**src/hw/tpfc_defs.vh**
```
`ifndef TPFC_DEFS_VH
`define TPFC_DEFS_VH
// Register byte offsets
`define TPFC_OFF_FLCTL     12'h304
`define TPFC_OFF_SYNC      12'h308
`define TPFC_OFF_AUX_IN    12'h400
`define TPFC_OFF_AUX_OUT   12'h404
`define TPFC_OFF_IT_ACK    12'hEE4
`define TPFC_OFF_IT_IN     12'hEE8
`define TPFC_OFF_IT_DATA   12'hEEC
`define TPFC_OFF_IT_HS     12'hEF0
`define TPFC_OFF_ITCTRL    12'hF00
`define TPFC_OFF_STATUS    12'h300
// Flush/formatter control bit positions
`define TPFC_B_EMBED_OFF   0
`define TPFC_B_CONT        1
`define TPFC_B_FL_IN       2
`define TPFC_B_FL_TRIG     3
`define TPFC_B_FL_MANR     4
`define TPFC_B_FL_MANW     5
`define TPFC_B_TRIG_IN     6
`define TPFC_B_TRIG_EVT    7
`define TPFC_B_TRIG_FL     8
`define TPFC_B_STOP_FL     12
`define TPFC_B_STOP_TRIG   13
`define TPFC_FLCTL_MASK    32'h0000_31FF
// Reset values and sync reload ceiling
`define TPFC_RST_FLCTL     32'h0000_0000
`define TPFC_RST_SYNC      12'h000
`define TPFC_SYNC_MAX      12'h400
`endif

```
**src/hw/tpfc_top.v**
```verilog
// Operation
// Embed-off sends triggers on control pin
// Flush input honoured only when enabled
// Trigger event starts flush when enabled
// Manual request bit clears when serviced
// Manual write bit reads one when serviced
// Trigger input pin raises trigger indication
// Trigger event raises trigger indication
// Flush completion raises trigger indication
// Stop-on-flush drains partial packets
// Stop-on-trigger halts formatter, resets disabled
// Twelve-bit sync reload value, 0 to 1024
// Aux input bits read sampled pins
// Aux output bits drive pins directly
// Ack register drives trigger/flush acknowledges
// Input register reads trigger/flush pins
// Data bits read inputs, drive outputs
// Data reads valid only while valid high
// Handshake register drives ready, flush-valid
// Mode bit selects integration control
// Controls reset zero, flush serviced once
//
// Implementation choice: register access over AXI4-Lite.
`timescale 1ns/1ps
`include "tpfc_defs.vh"
module tpfc_top (
   input  wire        aclk,
   input  wire        aresetn,
   input  wire [11:0] s_axi_awaddr,
   input  wire        s_axi_awvalid,
   output reg         s_axi_awready,
   input  wire [31:0] s_axi_wdata,
   input  wire [3:0]  s_axi_wstrb,
   input  wire        s_axi_wvalid,
   output reg         s_axi_wready,
   output reg  [1:0]  s_axi_bresp,
   output reg         s_axi_bvalid,
   input  wire        s_axi_bready,
   input  wire [11:0] s_axi_araddr,
   input  wire        s_axi_arvalid,
   output reg         s_axi_arready,
   output reg  [31:0] s_axi_rdata,
   output reg  [1:0]  s_axi_rresp,
   output reg         s_axi_rvalid,
   input  wire        s_axi_rready,
   input  wire        trigger_in,
   input  wire        flush_in,
   input  wire        trigger_event,
   input  wire        trace_flush_ready,
   input  wire        trace_valid_in,
   input  wire [4:0]  trace_data_in,
   input  wire [7:0]  aux_in,
   output reg  [7:0]  aux_out,
   output reg         trigger_in_ack,
   output reg         flush_in_ack,
   output reg  [4:0]  trace_data_out,
   output reg         trace_ready,
   output reg         flush_valid,
   output reg         trace_ctl,
   output reg         trigger_embed,
   output reg         formatter_stopped,
   output reg         drain_partial,
   output reg  [11:0] sync_reload_value
);
   ////////////////////////////////////////////////////////////////////////////
   // Input synchronisers
   reg [1:0] s_trig, s_flin, s_evt, s_afr, s_tv;
   reg [4:0] d1_data, d2_data;
   reg [7:0] d1_aux, d2_aux;
   always @(posedge aclk) begin
      if (!aresetn) begin
         s_trig  <= 2'h0;
         s_flin  <= 2'h0;
         s_evt   <= 2'h0;
         s_afr   <= 2'h0;
         s_tv    <= 2'h0;
         d1_data <= 5'h00;
         d2_data <= 5'h00;
         d1_aux  <= 8'h00;
         d2_aux  <= 8'h00;
      end else begin
         s_trig  <= {s_trig[0], trigger_in};
         s_flin  <= {s_flin[0], flush_in};
         s_evt   <= {s_evt[0], trigger_event};
         s_afr   <= {s_afr[0], trace_flush_ready};
         s_tv    <= {s_tv[0], trace_valid_in};
         d1_data <= trace_data_in;
         d2_data <= d1_data;
         d1_aux  <= aux_in;
         d2_aux  <= d1_aux;
      end
   end
   wire trig_s = s_trig[1];
   wire flin_s = s_flin[1];
   wire evt_s  = s_evt[1];
   wire afr_s  = s_afr[1];

   ////////////////////////////////////////////////////////////////////////////
   // Registers
   reg [31:0] flush_ctl;
   reg        itest_mode_select;
   reg [7:0]  aux_out_reg;
   reg [1:0]  it_ack;
   reg [4:0]  it_data;
   reg [1:0]  it_hs;
   reg        flush_busy;
   reg        manw_done;
   reg        trig_q, evt_q, afr_q;

   wire trigger_embed_off     = flush_ctl[`TPFC_B_EMBED_OFF];
   wire flush_on_input_enable = flush_ctl[`TPFC_B_FL_IN];
   wire flush_on_trigger      = flush_ctl[`TPFC_B_FL_TRIG];
   wire manual_flush_request  = flush_ctl[`TPFC_B_FL_MANR];
   wire trigger_on_input      = flush_ctl[`TPFC_B_TRIG_IN];
   wire trigger_on_event      = flush_ctl[`TPFC_B_TRIG_EVT];
   wire trigger_on_flush_done = flush_ctl[`TPFC_B_TRIG_FL];
   wire stop_on_flush         = flush_ctl[`TPFC_B_STOP_FL];
   wire stop_on_trigger       = flush_ctl[`TPFC_B_STOP_TRIG];

   wire evt_rise   = evt_s & ~evt_q;
   wire trig_rise  = trig_s & ~trig_q;
   wire flush_done = flush_busy & afr_s & ~afr_q;

   // Trigger sources, each gated by its own enable
   wire trig_ind = (trigger_on_input & trig_rise)
                 | (trigger_on_event & evt_rise)
                 | (trigger_on_flush_done & flush_done);

   ////////////////////////////////////////////////////////////////////////////
   // AXI4-Lite write path: address and data taken in either order
   reg        aw_have, w_have;
   reg [11:0] aw_addr;
   reg [31:0] w_data;
   reg [3:0]  w_strb;
   wire       wr_go = aw_have & w_have & ~s_axi_bvalid;
   wire [31:0] sm = {{8{w_strb[3]}}, {8{w_strb[2]}}, {8{w_strb[1]}}, {8{w_strb[0]}}};
   wire [31:0] flush_ctl_wr = ((flush_ctl & ~sm) | (w_data & sm)) & `TPFC_FLCTL_MASK;
   wire wr_flush_ctl = wr_go & (aw_addr == `TPFC_OFF_FLCTL);
   wire wr_manw = wr_flush_ctl & flush_ctl_wr[`TPFC_B_FL_MANW];

   // Flush sources; one merged request keeps a flush serviced once
   wire flush_req = (flush_on_input_enable & flin_s & ~flush_in_ack)
                  | (flush_on_trigger & evt_rise)
                  | (wr_flush_ctl & flush_ctl_wr[`TPFC_B_FL_MANR])
                  | wr_manw;

   always @(posedge aclk) begin
      if (!aresetn) begin
         s_axi_awready <= 1'b0;
         s_axi_wready  <= 1'b0;
         s_axi_bvalid  <= 1'b0;
         s_axi_bresp   <= 2'h0;
         aw_have       <= 1'b0;
         w_have        <= 1'b0;
         aw_addr       <= 12'h000;
         w_data        <= 32'h0000_0000;
         w_strb        <= 4'h0;
         flush_ctl     <= `TPFC_RST_FLCTL;
         sync_reload_value <= `TPFC_RST_SYNC;
         itest_mode_select <= 1'b0;
         aux_out_reg   <= 8'h00;
         it_ack        <= 2'h0;
         it_data       <= 5'h00;
         it_hs         <= 2'h0;
         flush_busy    <= 1'b0;
         manw_done     <= 1'b0;
         formatter_stopped <= 1'b0;
         trig_q        <= 1'b0;
         evt_q         <= 1'b0;
         afr_q         <= 1'b0;
      end else begin
         trig_q <= trig_s;
         evt_q  <= evt_s;
         afr_q  <= afr_s;
         s_axi_awready <= ~aw_have & ~s_axi_awready & s_axi_awvalid;
         s_axi_wready  <= ~w_have & ~s_axi_wready & s_axi_wvalid;
         if (s_axi_awvalid & s_axi_awready) begin
            aw_have <= 1'b1;
            aw_addr <= {s_axi_awaddr[11:2], 2'b00};
         end
         if (s_axi_wvalid & s_axi_wready) begin
            w_have <= 1'b1;
            w_data <= s_axi_wdata;
            w_strb <= s_axi_wstrb;
         end
         if (s_axi_bvalid & s_axi_bready)
            s_axi_bvalid <= 1'b0;
         if (wr_go) begin
            aw_have      <= 1'b0;
            w_have       <= 1'b0;
            s_axi_bvalid <= 1'b1;
            s_axi_bresp  <= 2'h0;
            case (aw_addr)
               `TPFC_OFF_FLCTL:   flush_ctl <= flush_ctl_wr;
               `TPFC_OFF_SYNC:    if (w_strb[0] & w_strb[1])
                                     sync_reload_value <= (w_data[11:0] > `TPFC_SYNC_MAX) ?
                                        `TPFC_SYNC_MAX : w_data[11:0];
               `TPFC_OFF_AUX_IN:  ;
               `TPFC_OFF_AUX_OUT: if (w_strb[0]) aux_out_reg <= w_data[7:0];
               `TPFC_OFF_IT_ACK:  if (w_strb[0]) it_ack <= w_data[1:0];
               `TPFC_OFF_IT_IN:   ;
               `TPFC_OFF_IT_DATA: if (w_strb[0]) it_data <= w_data[4:0];
               `TPFC_OFF_IT_HS:   if (w_strb[0]) it_hs <= w_data[1:0];
               `TPFC_OFF_ITCTRL:  if (w_strb[0]) itest_mode_select <= w_data[0];
               `TPFC_OFF_STATUS:  ;
               default:           s_axi_bresp <= 2'h2;
            endcase
         end
         // Flush sequencing: one busy flag, completion on flush-ready rise
         // New request wins over completion in flush_busy and the request bit; completion wins in manw_done
         if (flush_req)
            flush_busy <= 1'b1;
         else if (flush_done)
            flush_busy <= 1'b0;
         if (flush_done)
            manw_done <= 1'b1;
         else if (wr_manw)
            manw_done <= 1'b0;
         if (flush_done & ~(wr_flush_ctl & flush_ctl_wr[`TPFC_B_FL_MANR]))
            flush_ctl[`TPFC_B_FL_MANR] <= 1'b0;
         // Stop latches; clearing the enable restarts the formatter
         if (stop_on_trigger & trig_ind)
            formatter_stopped <= 1'b1;
         else if (wr_flush_ctl & ~flush_ctl_wr[`TPFC_B_STOP_TRIG])
            formatter_stopped <= 1'b0;
      end
   end

   ////////////////////////////////////////////////////////////////////////////
   // AXI4-Lite read path
   reg [31:0] rd_mux;
   always @* begin
      rd_mux = 32'h0000_0000;
      case ({s_axi_araddr[11:2], 2'b00})
         `TPFC_OFF_FLCTL:   rd_mux = (flush_ctl & ~(32'h1 << `TPFC_B_FL_MANW))
                                   | ({31'h0, manw_done} << `TPFC_B_FL_MANW);
         `TPFC_OFF_SYNC:    rd_mux = {20'h00000, sync_reload_value};
         `TPFC_OFF_AUX_IN:  rd_mux = {24'h000000, d2_aux};
         `TPFC_OFF_AUX_OUT: rd_mux = {24'h000000, aux_out_reg};
         `TPFC_OFF_IT_ACK:  rd_mux = {30'h0, it_ack};
         `TPFC_OFF_IT_IN:   rd_mux = {30'h0, flin_s, trig_s};
         // Data only meaningful while trace valid is high
         `TPFC_OFF_IT_DATA: rd_mux = {27'h0, d2_data};
         `TPFC_OFF_IT_HS:   rd_mux = {30'h0, it_hs};
         `TPFC_OFF_ITCTRL:  rd_mux = {31'h0, itest_mode_select};
         `TPFC_OFF_STATUS:  rd_mux = {30'h0, formatter_stopped, flush_busy};
         default:           rd_mux = 32'h0000_0000;
      endcase
   end
   wire rd_hit = ({s_axi_araddr[11:2], 2'b00} == `TPFC_OFF_FLCTL)
              | ({s_axi_araddr[11:2], 2'b00} == `TPFC_OFF_SYNC)
              | ({s_axi_araddr[11:2], 2'b00} == `TPFC_OFF_AUX_IN)
              | ({s_axi_araddr[11:2], 2'b00} == `TPFC_OFF_AUX_OUT)
              | ({s_axi_araddr[11:2], 2'b00} == `TPFC_OFF_IT_ACK)
              | ({s_axi_araddr[11:2], 2'b00} == `TPFC_OFF_IT_IN)
              | ({s_axi_araddr[11:2], 2'b00} == `TPFC_OFF_IT_DATA)
              | ({s_axi_araddr[11:2], 2'b00} == `TPFC_OFF_IT_HS)
              | ({s_axi_araddr[11:2], 2'b00} == `TPFC_OFF_ITCTRL)
              | ({s_axi_araddr[11:2], 2'b00} == `TPFC_OFF_STATUS);

   always @(posedge aclk) begin
      if (!aresetn) begin
         s_axi_arready <= 1'b0;
         s_axi_rvalid  <= 1'b0;
         s_axi_rdata   <= 32'h0000_0000;
         s_axi_rresp   <= 2'h0;
      end else begin
         s_axi_arready <= s_axi_arvalid & ~s_axi_arready & ~s_axi_rvalid;
         if (s_axi_arvalid & s_axi_arready) begin
            s_axi_rvalid <= 1'b1;
            s_axi_rdata  <= rd_mux;
            s_axi_rresp  <= rd_hit ? 2'h0 : 2'h2;
         end else if (s_axi_rvalid & s_axi_rready) begin
            s_axi_rvalid <= 1'b0;
         end
      end
   end

   ////////////////////////////////////////////////////////////////////////////
   // Pin outputs: integration mode hands pins to the test registers
   always @(posedge aclk) begin
      if (!aresetn) begin
         aux_out        <= 8'h00;
         trigger_in_ack <= 1'b0;
         flush_in_ack   <= 1'b0;
         trace_data_out <= 5'h00;
         trace_ready    <= 1'b0;
         flush_valid    <= 1'b0;
         trace_ctl      <= 1'b0;
         trigger_embed  <= 1'b0;
         drain_partial  <= 1'b0;
      end else begin
         aux_out <= aux_out_reg;
         if (itest_mode_select) begin
            trigger_in_ack <= it_ack[0];
            flush_in_ack   <= it_ack[1];
            trace_data_out <= it_data;
            trace_ready    <= it_hs[0];
            flush_valid    <= it_hs[1];
            trace_ctl      <= 1'b0;
            trigger_embed  <= 1'b0;
            drain_partial  <= 1'b0;
         end else begin
            trigger_in_ack <= trigger_on_input & trig_s;
            // Ack held while input high so a held request flushes once
            flush_in_ack   <= flush_on_input_enable & flin_s & (flush_busy | flush_in_ack);
            trace_data_out <= 5'h00;
            // Stopped formatter swallows further trace words
            trace_ready    <= formatter_stopped;
            flush_valid    <= flush_busy;
            trace_ctl      <= trigger_embed_off & (trig_ind | formatter_stopped);
            trigger_embed  <= ~trigger_embed_off & trig_ind;
            drain_partial  <= stop_on_flush & flush_busy;
         end
      end
   end
endmodule // tpfc_top

```
**config.mk**
```make
export PLATFORM = sky130hd
export DESIGN_NAME = tpfc_top
export DESIGN_NICKNAME = d
export VERILOG_FILES = /design/src/hw/tpfc_top.v
export VERILOG_INCLUDE_DIRS = /design/src /design/src/hw
export SDC_FILE = /design/constraint.sdc
export NUM_CORES = 1
export LEC_CHECK = 0
export BUFFER_PORTS_ARGS = -buffer_cell sky130_fd_sc_hd__buf_2
export CAP_MARGIN = 30
export CORE_ASPECT_RATIO = 1.4
export CORE_UTILIZATION = 30
export CTS_BUF_LIST = sky130_fd_sc_hd__clkbuf_8
export DETAILED_ROUTE_END_ITERATION = 7
export HOLD_SLACK_MARGIN = 0.05
export SETUP_SLACK_MARGIN = 0.15
export SLEW_MARGIN = 20
export SYNTH_ARGS = -nofsm -noshare
export SYNTH_HDL_FRONTEND = slang
export SYNTH_SLANG_ARGS = --single-unit
```
**constraint.sdc**
```tcl
create_clock -name aclk -period 2 [get_ports aclk]
set_input_delay 0.3 -clock aclk [delete_from_list [all_inputs] [get_ports aclk]]
set_output_delay 0.3 -clock aclk [all_outputs]
set_load 0.02 [all_outputs]
```
[After elaboration in Yosys (flattened, before gate mapping)]
Cells that the tools add are included.
Storage, ports and cells
  output and inout port bits: 74
  bits of input ports: 85
  register bits after elaboration: 170
  logic and storage cells: 171
Cells by class
  bitwise logic cells: 71
  equality and inequality tests: 20
  mux-type cells: 18
  reductions and logical operators: 17
  $lt $le $gt $ge: 1
Operators with widths (count)
  14-bit one-hot mux with 10 select lines: 1
  10-bit equality test, second input constant: 10
  10-bit by 8-bit equality test with 1-bit output, second input constant: 6
  10-bit by 9-bit equality test with 1-bit output, second input constant: 4
  1-bit bitwise AND: 35
  14-bit bitwise AND: 2
  3-bit AND reduction: 6
  1-bit OR: 16
  1-bit NOT: 15
  1-bit two-way mux: 14
  14-bit NOT: 1
  14-bit OR: 1
  14-bit by 6-bit OR with 14-bit output: 1
  12-bit by 11-bit greater-than comparator with 1-bit output, second input constant: 1
  12-bit two-way mux: 1
  2-bit nonzero test: 5
  10-bit OR reduction: 1
  2-bit OR reduction: 3
  2-bit two-way mux: 2
  2-bit AND reduction: 2

[Depth between registers and ports, before layout]
Gate-level depths: netlist of run 1.
  word-level depth: 11
  mapped depth: 7
  mapped depth without buffers: 5

[Worst setup path before layout of run 1]
OpenSTA, ideal clock, no wires.
  kind: register -> register
  start: reg aw_addr[4]
  end: reg aux_out_reg[7]
  period minus slack after synthesis: 1767 ps
  path buffers: 0
  required time: 1872 ps
  data arrival time: 1639 ps
  slack: 233 ps
  library setup time: 128 ps
  cell stages (with the launch flop): 6
  cells stage by stage: dfxtp_1 -> or4_4 -> nor4_4 -> nand2_2 -> mux2i_1 -> nor2_1
Between the ends
  word-level cells in the longest chain between the ends: 2
RTL lines
  from (decl): RTL line tpfc_top.v:132  | reg [11:0] aw_addr;
  from (signal assigned): RTL line tpfc_top.v:179  | aw_addr <= {s_axi_awaddr[11:2], 2'b00};
  10-bit by 9-bit equality test with 1-bit output: RTL line tpfc_top.v:193  | case (aw_addr)
  3-bit AND reduction (no source line)
  to (signal assigned): RTL line tpfc_top.v:199  | `TPFC_OFF_AUX_OUT: if (w_strb[0]) aux_out_reg <= w_data[7:0];
  to (decl): RTL line tpfc_top.v:102  | reg [7:0] aux_out_reg;
Every way passes these cells.
A chain may end at the register's enable or synchronous reset.

[Worst setup path in the final report of run 1]
  start: reg aw_addr[5]
  end: reg sync_reload_value[7]
Between the ends
  word-level cells in the longest chain between the ends: 2
RTL lines
  10-bit by 8-bit equality test with 1-bit output: RTL line tpfc_top.v:193
  3-bit AND reduction (no source line)
  to (signal assigned): RTL line tpfc_top.v:159  | sync_reload_value <= `TPFC_RST_SYNC;
  to (signal assigned): RTL line tpfc_top.v:196  | sync_reload_value <= (w_data[11:0] > `TPFC_SYNC_MAX) ?
  to (decl): RTL line tpfc_top.v:63  | output reg [11:0] sync_reload_value
Every way passes these cells.

==> results.py, run 1 <==
metrics = {
    "status": {
        "status": "finished, final reports clean",
    },
    "power_and_ir_drop": {
        "sw_frac_of_total": 0.262,
        "power.clock.fraction": 0.398,
        "net-switching-power_w": 0.00150,
        "power_frac_comb": 0.063,
        "leakage_nw": 3.16,
        "internal-power_w": 0.00421,
        "p_seq_frac": 0.540,
        "power.density_cell_area_nw_per_um2": 781,
        "total_power_w": 0.00571,
        "ir_drop_mv": 0.321,
    },
    "finish": {
        "antenna-diode-count": 0,
        "final_cell_mix": "dfxtp_1 (149), buf_2 (113), nand2_1 (103)",
        "final_net_count": 861,
        "post_layout_nonfiller_instances": 1037,
        "area_delta_synth_final_pct": 24.5,
        "post_route_cells_drive_above_1_share": 0.256,
        "layout.filler_cells": 2031,
        "mostFrequentLayoutCell": "dfxtp_1",
        "largest_register_ff_count": 16,
    },
    "synthesis": {
        "fraction_of_the_yosys_area_taken_by_sequential_cells": 0.511,
        "synth.avg_cell_area_um2": 9.21,
        "ys_warnings": 0,
        "synth_xor_xnor_area_share": 0.00298,
        "synthSimpleGateAreaFrac": 0.254,
        "synth_compound_area_frac": 0.116,
        "postSynthCellCount": 638,
        "synth.area.mux_share": 0.0618,
        "postSynthRegisterBits": 150,
        "synth_area_leaders": "dfxtp_1 (51%), nand2_1 (6.6%), and2_1 (5.8%)",
        "synthesis.area_um2": 5870,
        "yosys.area.top_type": "dfxtp_1",
        "largest_family_of_logic_cells_by_synthesized_area": "simple AND/OR/NAND/NOR gates",
        "synth_top_area_share": 0.511,
        "synth_fa_ha_area_frac": 0,
        "post_synth_num_cell_types": 55,
        "synth_edf_count": 0,
        "synth-main-ff-cell": "dfxtp_1",
        "async_reset_ff_frac": 0,
    },
    "clock_tree": {
        "tritoncts_num_sinks": 150,
        "clkLatencyLatePin_ns": 0.45,
        "cts_tree": "built",
        "clock_transition_at_the_registers_of_the_reported_paths_ns": 0.09,
        "cts_inserted_buffers": 17,
        "clock_path_buffers": 2,
        "ctsRootBufferMaster": "clkbuf_8",
        "cts_max_level": 4,
    },
    "worst_hold_path": {
        "hp-class": "input pin to register",
        "hold_path_startpoint": "aux_in[0]",
        "worst_hold_path.num_cells": 2,
        "hold_path_end": "d1_aux[0]",
    },
    "global_route": {
        "number_of_antenna_violations_at_the_first_check_in_global_routing": 0,
        "number_of_global_route_vias_before_repair": 4500,
        "grt_util_all_layers": 0.161,
        "maximum_number_of_pins_on_one_net_before_global_route_repair": 43,
        "grt_overflow_total": 0,
        "grt_first_pass_wirelength_um": 24500,
    },
    "sta": {
        "relative_max_transition_margin": 0.563,
        "post_route_clock_period_utilization": 0.936,
        "timing_max_transition_violations_final": 0,
        "timing.final.setup_violations": 0,
        "timing.setup.tns_ns": 0,
        "min_period_ns": 1.87,
        "final_critical_path_setup_slack_ns": 0.127,
        "grt_setup_unrepaired": "yes",
        "final.setup_skew_ns": 0.0121,
        "tightest_slew_ns": 0.653,
        "finalHoldViolCount": 0,
        "max_clock_freq_mhz": 534,
        "hold-worst-slack_ns": 0.0649,
    },
    "drt": {
        "vias_per_cell": 4.72,
        "wire_per_inst_um": 15.5,
        "drt_wl_total_um": 16000,
        "route.met3.wl_um": 774,
        "max_used_layer": "met4",
        "drcViolationCount": 0,
        "dr.pass1.iters": 6,
        "detail_route.iter0.violations": 317,
        "drtAntennaViolNets": 0,
        "detail_route.wirelength.met1_um": 6720,
        "met2_length_um": 8320,
        "detailroute.via_count": 4892,
    },
    "worst_setup_path": {
        "critical_path.max_fanout": 6,
        "crit-reg2reg-capture": "sync_reload_value[7]",
        "path_class": "register to register",
        "r2r_slack_ns": 0.13,
        "critical_path.max_stage_delay_ns": 0.59,
        "critPathLaunchType": "register",
        "crit_path_cell_trace": "or4_4, nor3_4, and4_4, nand3_1, a21boi_1",
        "critical-path-slowest-cell": "or4_4",
        "critical_path.endpoint_type": "register",
        "rr_startpoint": "aw_addr[5]",
        "timing.critical_path.required_ns": 2.38,
        "critical_path_arrival_ns": 2.25,
        "critPathBufInv": 0,
        "worst-r2r-cell-count": 5,
        "path_delay_family": "simple AND/OR/NAND/NOR gates",
    },
    "place": {
        "dpl_worst_slack_ns": 0.103,
        "portBuffers": 113,
        "gp_routability_congestion": 0.878,
        "placed_cells_incl_taps": 993,
        "detailedPlacementHpwl_um": 11900,
    },
    "die": {
        "die_footprint_um2": 20200,
        "num_rows": 60,
        "ios": 159,
        "initial_core_util": 0.306,
        "die_width_um": 120,
        "floorplan.core_area_um2": 19200,
        "fp.dieH_um": 168,
    },
    "flow_run": {
        "max_cap_viol_count": 0,
    },
}
cells in the mapped netlist, types with 12 or more instances:
| cell type | number |
|---|---|
| dfxtp_1 | 150 |
| nand3_1 | 30 |
| buf_4 | 20 |
| and3_1 | 12 |
| a21oi_1 | 36 |
| nand2_1 | 103 |
| and2_1 | 54 |
| a21boi_0 | 19 |
| mux2i_1 | 25 |
| nor2_1 | 26 |
| o21ai_0 | 17 |
| nor2b_1 | 17 |
| clkbuf_1 | 31 |
area by class of cell:
type	instances	area, um2	area share
clock buffers	17	234	0.0320
clock inverters	15	145	0.0198
inverters	5	18.8	0.00257
multi-input cells	447	2670	0.365
flip-flops and latches	150	3000	0.411
well taps	248	310	0.0424
repair buffers	155	935	0.128
cell families after synthesis:
group	Yosys count
AND/OR/NAND/NOR	284
flip-flops	150
AO/OA/AOI/OAI	105
buffers and inverters	61
multiplexers	35
XOR/XNOR	2
other	1
worst max-delay path by stage:
stage	cells after the start	start	slack [ns]	end
after global routing	5	aw_addr[5]	0.07	sync_reload_value[5]
final	5	aw_addr[5]	0.13	sync_reload_value[7]
after global placement	7	s_axi_araddr[7]	0.15	s_axi_rdata[6]
after floorplan	5	aw_addr[4]	0.23	aux_out_reg[7]
after CTS	5	aw_addr[5]	0.16	sync_reload_value[2]
after detailed placement	5	aw_addr[5]	0.10	flush_ctl[4]
through the flow:
step / area, um2 / util
finish: 7310 / 0.381
global route: 7310 / 0.381
CTS: 7260 / 0.378
detailed placement: 6780 / 0.353
global placement: 6780 / 0.353
floorplan: 5950 / -
metal layers:
metal / up-vias / GRT usage
met2: 142 / 0.284
li1: 2428 / -
met4: 0 / 0.0574
met1: 2308 / 0.192
met5: - / 0
met3: 14 / 0.0327
power by group through the flow:
| stage | logic [W] | registers (W) | clock network [W] |
|---|---|---|---|
| finish | 0.000358 | 0.00308 | 0.00227 |
| global route | 0.000391 | 0.00309 | 0.00245 |
| CTS | 0.000356 | 0.00308 | 0.00233 |
| detailed placement | 0.000342 | 0.00315 | 0 |
| global placement | 0.000340 | 0.00315 | 0 |
| floorplan | 0.000228 | 0.00314 | 0 |
timing repair:
action	4_1_cts	5_1_grt
hold buffers	8	2
gates cloned	1	0
pin swaps	2	13
setup buffers	0	1
endpoints found under the hold margin	8	2
endpoints found under the setup margin	17	27
gates resized for setup	2	10
No activity file was read; power rests on OpenSTA's default activity.
==> inputs of run 2 (changes only) <==
CORE_MARGIN = 2   (was unset)
==> run 2 against run 1 <==
Via count barely moved; register-to-register slack is essentially flat; critical endpoint is now sync_reload_value[3]; non-clock buffer count unchanged; die area rose by 2.9%; utilization up 0.39 points; maximum frequency up 0.59%; clock power grew 8.8%; final area grew 1.0%; global-route usage decreased by 0.37 points; worst setup slack better by 0.011 ns; highest routed layer unchanged.
==> results.py, run 2 (synthesized netlist as in run 1, its figures left out) <==
metrics = {
    "worst_setup_path": {
        "timing.critical_path.required_ns": 2.40,
        "critical_path.max_fanout": 6,
        "rr_startpoint": "aw_addr[5]",
        "path_class": "register to register",
        "critical_path.endpoint_type": "register",
        "setup.worst_path.start": "aw_addr[5]",
        "critical_path_arrival_ns": 2.26,
        "critPathLaunchType": "register",
    },
    "clock_tree": {
        "cts_inserted_buffers": 17,
        "tritoncts_num_sinks": 150,
        "ctsRootBufferMaster": "clkbuf_8",
        "clock_transition_at_the_registers_of_the_reported_paths_ns": 0.08,
        "cts_tree": "built",
        "clock_path_buffers": 2,
        "cts_max_level": 4,
        "clkLatencyLatePin_ns": 0.46,
    },
    "die": {
        "num_rows": 60,
        "die_width_um": 122,
        "floorplan.core_area_um2": 19200,
        "initial_core_util": 0.306,
        "ios": 159,
        "fp.dieH_um": 170,
        "die_footprint_um2": 20700,
    },
    "sta": {
        "timing_max_transition_violations_final": 0,
        "timing.setup.tns_ns": 0,
        "min_period_ns": 1.86,
        "final_critical_path_setup_slack_ns": 0.138,
        "post_route_clock_period_utilization": 0.931,
        "finalHoldViolCount": 0,
        "timing.final.setup_violations": 0,
        "final.setup_skew_ns": 0.0123,
        "tightest_slew_ns": 0.623,
        "grt_setup_unrepaired": "yes",
        "hold-worst-slack_ns": 0.0704,
        "max_clock_freq_mhz": 537,
        "relative_max_transition_margin": 0.583,
    },
    "drt": {
        "detailroute.via_count": 4893,
        "vias_per_cell": 4.72,
        "drtAntennaViolNets": 0,
        "detail_route.iter0.violations": 261,
        "dr.pass1.iters": 4,
        "wire_per_inst_um": 15.5,
        "drcViolationCount": 0,
        "drt_wl_total_um": 16100,
    },
    "finish": {
        "largest_register_ff_count": 16,
        "area_delta_synth_final_pct": 25.8,
        "final_net_count": 861,
        "antenna-diode-count": 0,
        "post_route_cells_drive_above_1_share": 0.256,
        "mostFrequentLayoutCell": "dfxtp_1",
        "final_cell_mix": "dfxtp_1 (149), buf_2 (113), nand2_1 (103)",
        "layout.core_utilization": 0.385,
    },
    "global_route": {
        "number_of_antenna_violations_at_the_first_check_in_global_routing": 0,
        "number_of_global_route_vias_before_repair": 4612,
        "grt_first_pass_wirelength_um": 24600,
        "grt_util_all_layers": 0.158,
        "grt_overflow_total": 0,
        "maximum_number_of_pins_on_one_net_before_global_route_repair": 54,
    },
    "power_and_ir_drop": {
        "ir_drop_mv": 0.325,
        "total_power_w": 0.00592,
        "power.density_cell_area_nw_per_um2": 801,
        "leakage_nw": 3.16,
    },
    "status": {
        "status": "finished, final reports clean",
    },
    "place": {
        "portBuffers": 113,
        "dpl_worst_slack_ns": 0.0243,
        "gp_routability_congestion": 0.878,
        "detailedPlacementHpwl_um": 11900,
    },
    "worst_hold_path": {
        "hold_path_startpoint": "aux_in[0]",
        "hp-class": "input pin to register",
    },
    "flow_run": {
        "max_cap_viol_count": 0,
    },
}
-- run 2: worst paths after layout --
path | endpoint | slack, ns | cells past startpoint
worst min-delay path | d1_aux[0] | 0.07 | 2
worst max register to register | sync_reload_value[3] | 0.14 | 5
worst min register to register | d2_data[0] | 0.43 | 1
worst max-delay path | sync_reload_value[3] | 0.14 | 5
-- run 2: where the power goes --
part | switching [W] | leakage, nW | total (W) | internal (W)
combinational | 0.000206 | 1.74 | 0.000358 | 0.000152
sequential | 0.0000414 | 1.22 | 0.00308 | 0.00304
clock | 0.00115 | 0.209 | 0.00247 | 0.00133
-- run 2: area by class of cell --
class | count | area (um2)
Multi-Input combinational cell | 447 | 2690
Sequential cell | 150 | 3000
Clock buffer | 20 | 275
Tap cell | 248 | 310
Clock inverter | 12 | 151
Timing Repair Buffer | 155 | 938
Inverter | 5 | 18.8
Fill cell | 2058 | 11800
-- run 2: routing by layer --
metal | global-route usage | wire length, um | up-vias
li1 | - | - | 2424
met1 | 0.187 | 6680 | 2323
met2 | 0.273 | 8280 | 125
met3 | 0.0353 | 832 | 21
met4 | 0.0605 | 316 | 0
met5 | 0 | 0 | -
-- run 2: timing repair --
item / CTS / global route
pin swaps: 2 / 16
hold endpoints to repair: 15 / 0
endpoints found under the setup margin: 17 / 34
gates cloned: 1 / 0
gates resized for setup: 2 / 17
hold buffers: 15 / 0
setup buffers: 0 / 1
-- run 2: through the flow --
step / instances / area (um2)
after floorplan: 657 / 5950
after global placement: 988 / 6730
after detailed placement: 988 / 6730
after CTS: 1036 / 7330
after global routing: 1037 / 7390
final: 1037 / 7390
-- run 2: critical path, cell delays in order, from the launching register on --
cell	delay (ns)
dfxtp_2	0.34
or4_4	0.59
nor3_4	0.29
and4_4	0.34
nand3_1	0.09
a21boi_1	0.15
==> inputs of run 3 (changes only) <==
CORE_UTILIZATION = 45   (was 30)
PLACE_DENSITY = 0.7   (was unset)
==> run 3 against run 2 <==
Via count rose by 1.3%; clock power is 8.1% higher; flip-flop and latch count stayed put; maximum frequency is 1.7% lower; worst setup slack lost 0.031 ns; sequential power hardly changed; worst hold slack is essentially flat; clock-buffer cell count shrank 1; critical path depth is the same; final cell count is 10% lower; combinational power fell by 3%; clock skew is 0.0010 ns lower; critical path type unchanged; largest power group unchanged; highest routed layer unchanged.
==> results.py, run 3 (synthesized netlist as in run 1, its figures left out) <==
metrics = {
    "flow_run": {
        "max_cap_viol_count": 0,
    },
    "die": {
        "floorplan.core_area_um2": 12800,
        "num_rows": 49,
        "initial_core_util": 0.458,
        "ios": 159,
        "fp.dieH_um": 139,
        "die_width_um": 101,
        "die_footprint_um2": 14000,
    },
    "clock_tree": {
        "clock_transition_at_the_registers_of_the_reported_paths_ns": 0.08,
        "cts_tree": "built",
        "clkLatencyLatePin_ns": 0.44,
        "cts_inserted_buffers": 17,
        "cts_max_level": 4,
        "ctsRootBufferMaster": "clkbuf_8",
        "clock_path_buffers": 2,
        "tritoncts_num_sinks": 150,
    },
    "drt": {
        "drcViolationCount": 0,
        "detail_route.iter0.violations": 308,
        "vias_per_cell": 5.31,
        "drt_wl_total_um": 15500,
        "drtAntennaViolNets": 0,
        "dr.pass1.iters": 6,
        "detailroute.via_count": 4956,
        "wire_per_inst_um": 16.6,
    },
    "global_route": {
        "grt_first_pass_wirelength_um": 24400,
        "global_route.usage.met2": 0.403,
        "met3_routing_resource_usage_after_global_routing": 0.0519,
        "grt_util_all_layers": 0.226,
        "grt_overflow_total": 0,
        "grt_use_met1": 0.248,
        "maximum_number_of_pins_on_one_net_before_global_route_repair": 37,
        "number_of_global_route_vias_before_repair": 4878,
        "grt_busiest_layer": "met2",
        "number_of_antenna_violations_at_the_first_check_in_global_routing": 0,
    },
    "finish": {
        "layout.core_utilization": 0.563,
        "mostFrequentLayoutCell": "dfxtp_1",
        "final_area_um2": 7210,
        "post_route_cells_drive_above_1_share": 0.246,
        "area_delta_synth_final_pct": 22.7,
        "final_cell_mix": "dfxtp_1 (148), buf_2 (113), nand2_1 (101)",
        "final_net_count": 852,
        "antenna-diode-count": 0,
        "largest_register_ff_count": 16,
    },
    "sta": {
        "timing.final.setup_violations": 0,
        "max_clock_freq_mhz": 528,
        "post_route_clock_period_utilization": 0.946,
        "grt_setup_unrepaired": "yes",
        "min_period_ns": 1.89,
        "timing_max_transition_violations_final": 0,
        "timing.setup.tns_ns": 0,
        "final.setup_skew_ns": 0.0113,
        "relative_max_transition_margin": 0.612,
        "hold-worst-slack_ns": 0.0704,
        "tightest_slew_ns": 0.582,
        "finalHoldViolCount": 0,
    },
    "place": {
        "portBuffers": 113,
        "dpl-instance-area_um2": 6540,
        "detailedPlacementHpwl_um": 11300,
        "gp_routability_congestion": 0.865,
    },
    "worst_setup_path": {
        "critical_path_arrival_ns": 2.27,
        "critical_path.max_fanout": 6,
        "r2r_slack_ns": 0.11,
        "rr_startpoint": "aw_addr[7]",
        "critPathBufInv": 0,
        "crit-reg2reg-capture": "sync_reload_value[9]",
        "path_delay_family": "simple AND/OR/NAND/NOR gates",
        "worst-r2r-cell-count": 5,
        "critical_path.max_stage_delay_ns": 0.58,
        "critPathLaunchType": "register",
        "path_class": "register to register",
        "critical-path-slowest-cell": "or4_4",
        "critical_path.endpoint_type": "register",
        "crit_path_cell_trace": "or4_4, nor3_4, and4_4, nand3_1, a21boi_1",
        "timing.critical_path.required_ns": 2.38,
    },
    "power_and_ir_drop": {
        "leakage_nw": 3.16,
        "power.density_cell_area_nw_per_um2": 847,
        "total_power_w": 0.00611,
        "ir_drop_mv": 0.390,
    },
    "worst_hold_path": {
        "hp-class": "input pin to register",
        "hold_path_startpoint": "trace_data_in[3]",
        "worst_hold_path.num_cells": 2,
        "hold_path_end": "d1_data[3]",
    },
    "status": {
        "status": "finished, final reports clean",
    },
}
-- run 3: how the worst max path moves through the flow --
| stage | startpoint | to | slack (ns) | cells past startpoint |
|---|---|---|---|---|
| after floorplan | aw_addr[4] | aux_out_reg[7] | 0.23 | 5 |
| after global placement | s_axi_araddr[2] | s_axi_rdata[1] | 0.12 | 6 |
| after detailed placement | s_axi_araddr[7] | s_axi_rdata[6] | 0.03 | 6 |
| after CTS | aw_addr[5] | sync_reload_value[1] | 0.14 | 5 |
| after global routing | aw_addr[7] | sync_reload_value[2] | 0.07 | 5 |
| final | aw_addr[7] | sync_reload_value[9] | 0.11 | 5 |
-- run 3: worst reg2reg max path: cells and delay by family, from the launching register on --
| kind | cells | cell delay [ns] |
|---|---|---|
| simple gates | 4 | 1.36 |
| compound gates | 1 | 0.14 |
| flops | 1 | 0.33 |
-- run 3: through the flow --
stage	worst slack, ns	cells
after floorplan	0.233	657
after global placement	0.118	885
after detailed placement	0.0347	885
after CTS	0.144	932
after global routing	0.0657	933
final	0.107	933
-- run 3: routing by layer --
| metal | part of all wire | routed length, um |
|---|---|---|
| met2 | 0.52 | 8090 |
| met4 | 0.035 | 544 |
| met3 | 0.053 | 815 |
| met1 | 0.39 | 6030 |
| met5 | 0 | 0 |
-- run 3: final cells by class --
cell class,instances,area (um2)
tap,153,191
fill,1188,5600
clock inverter,13,204
clock buffer,19,262
sequential,150,3010
multi-input combinational,447,2680
inverter,5,18.8
timing repair buffer,146,850
-- run 3: what timing repair did --
action,in CTS,in global routing
resized for setup,6,11
pin swaps,5,12
setup endpoints to repair,26,33
hold endpoints to repair,13,0
setup buffers,1,1
hold buffers,13,0
gates cloned,1,0
-- run 3: power breakdown --
group          switching (W)  internal (W)
clock                0.00113       0.00155
combinational       0.000203      0.000146
sequential         0.0000417       0.00304
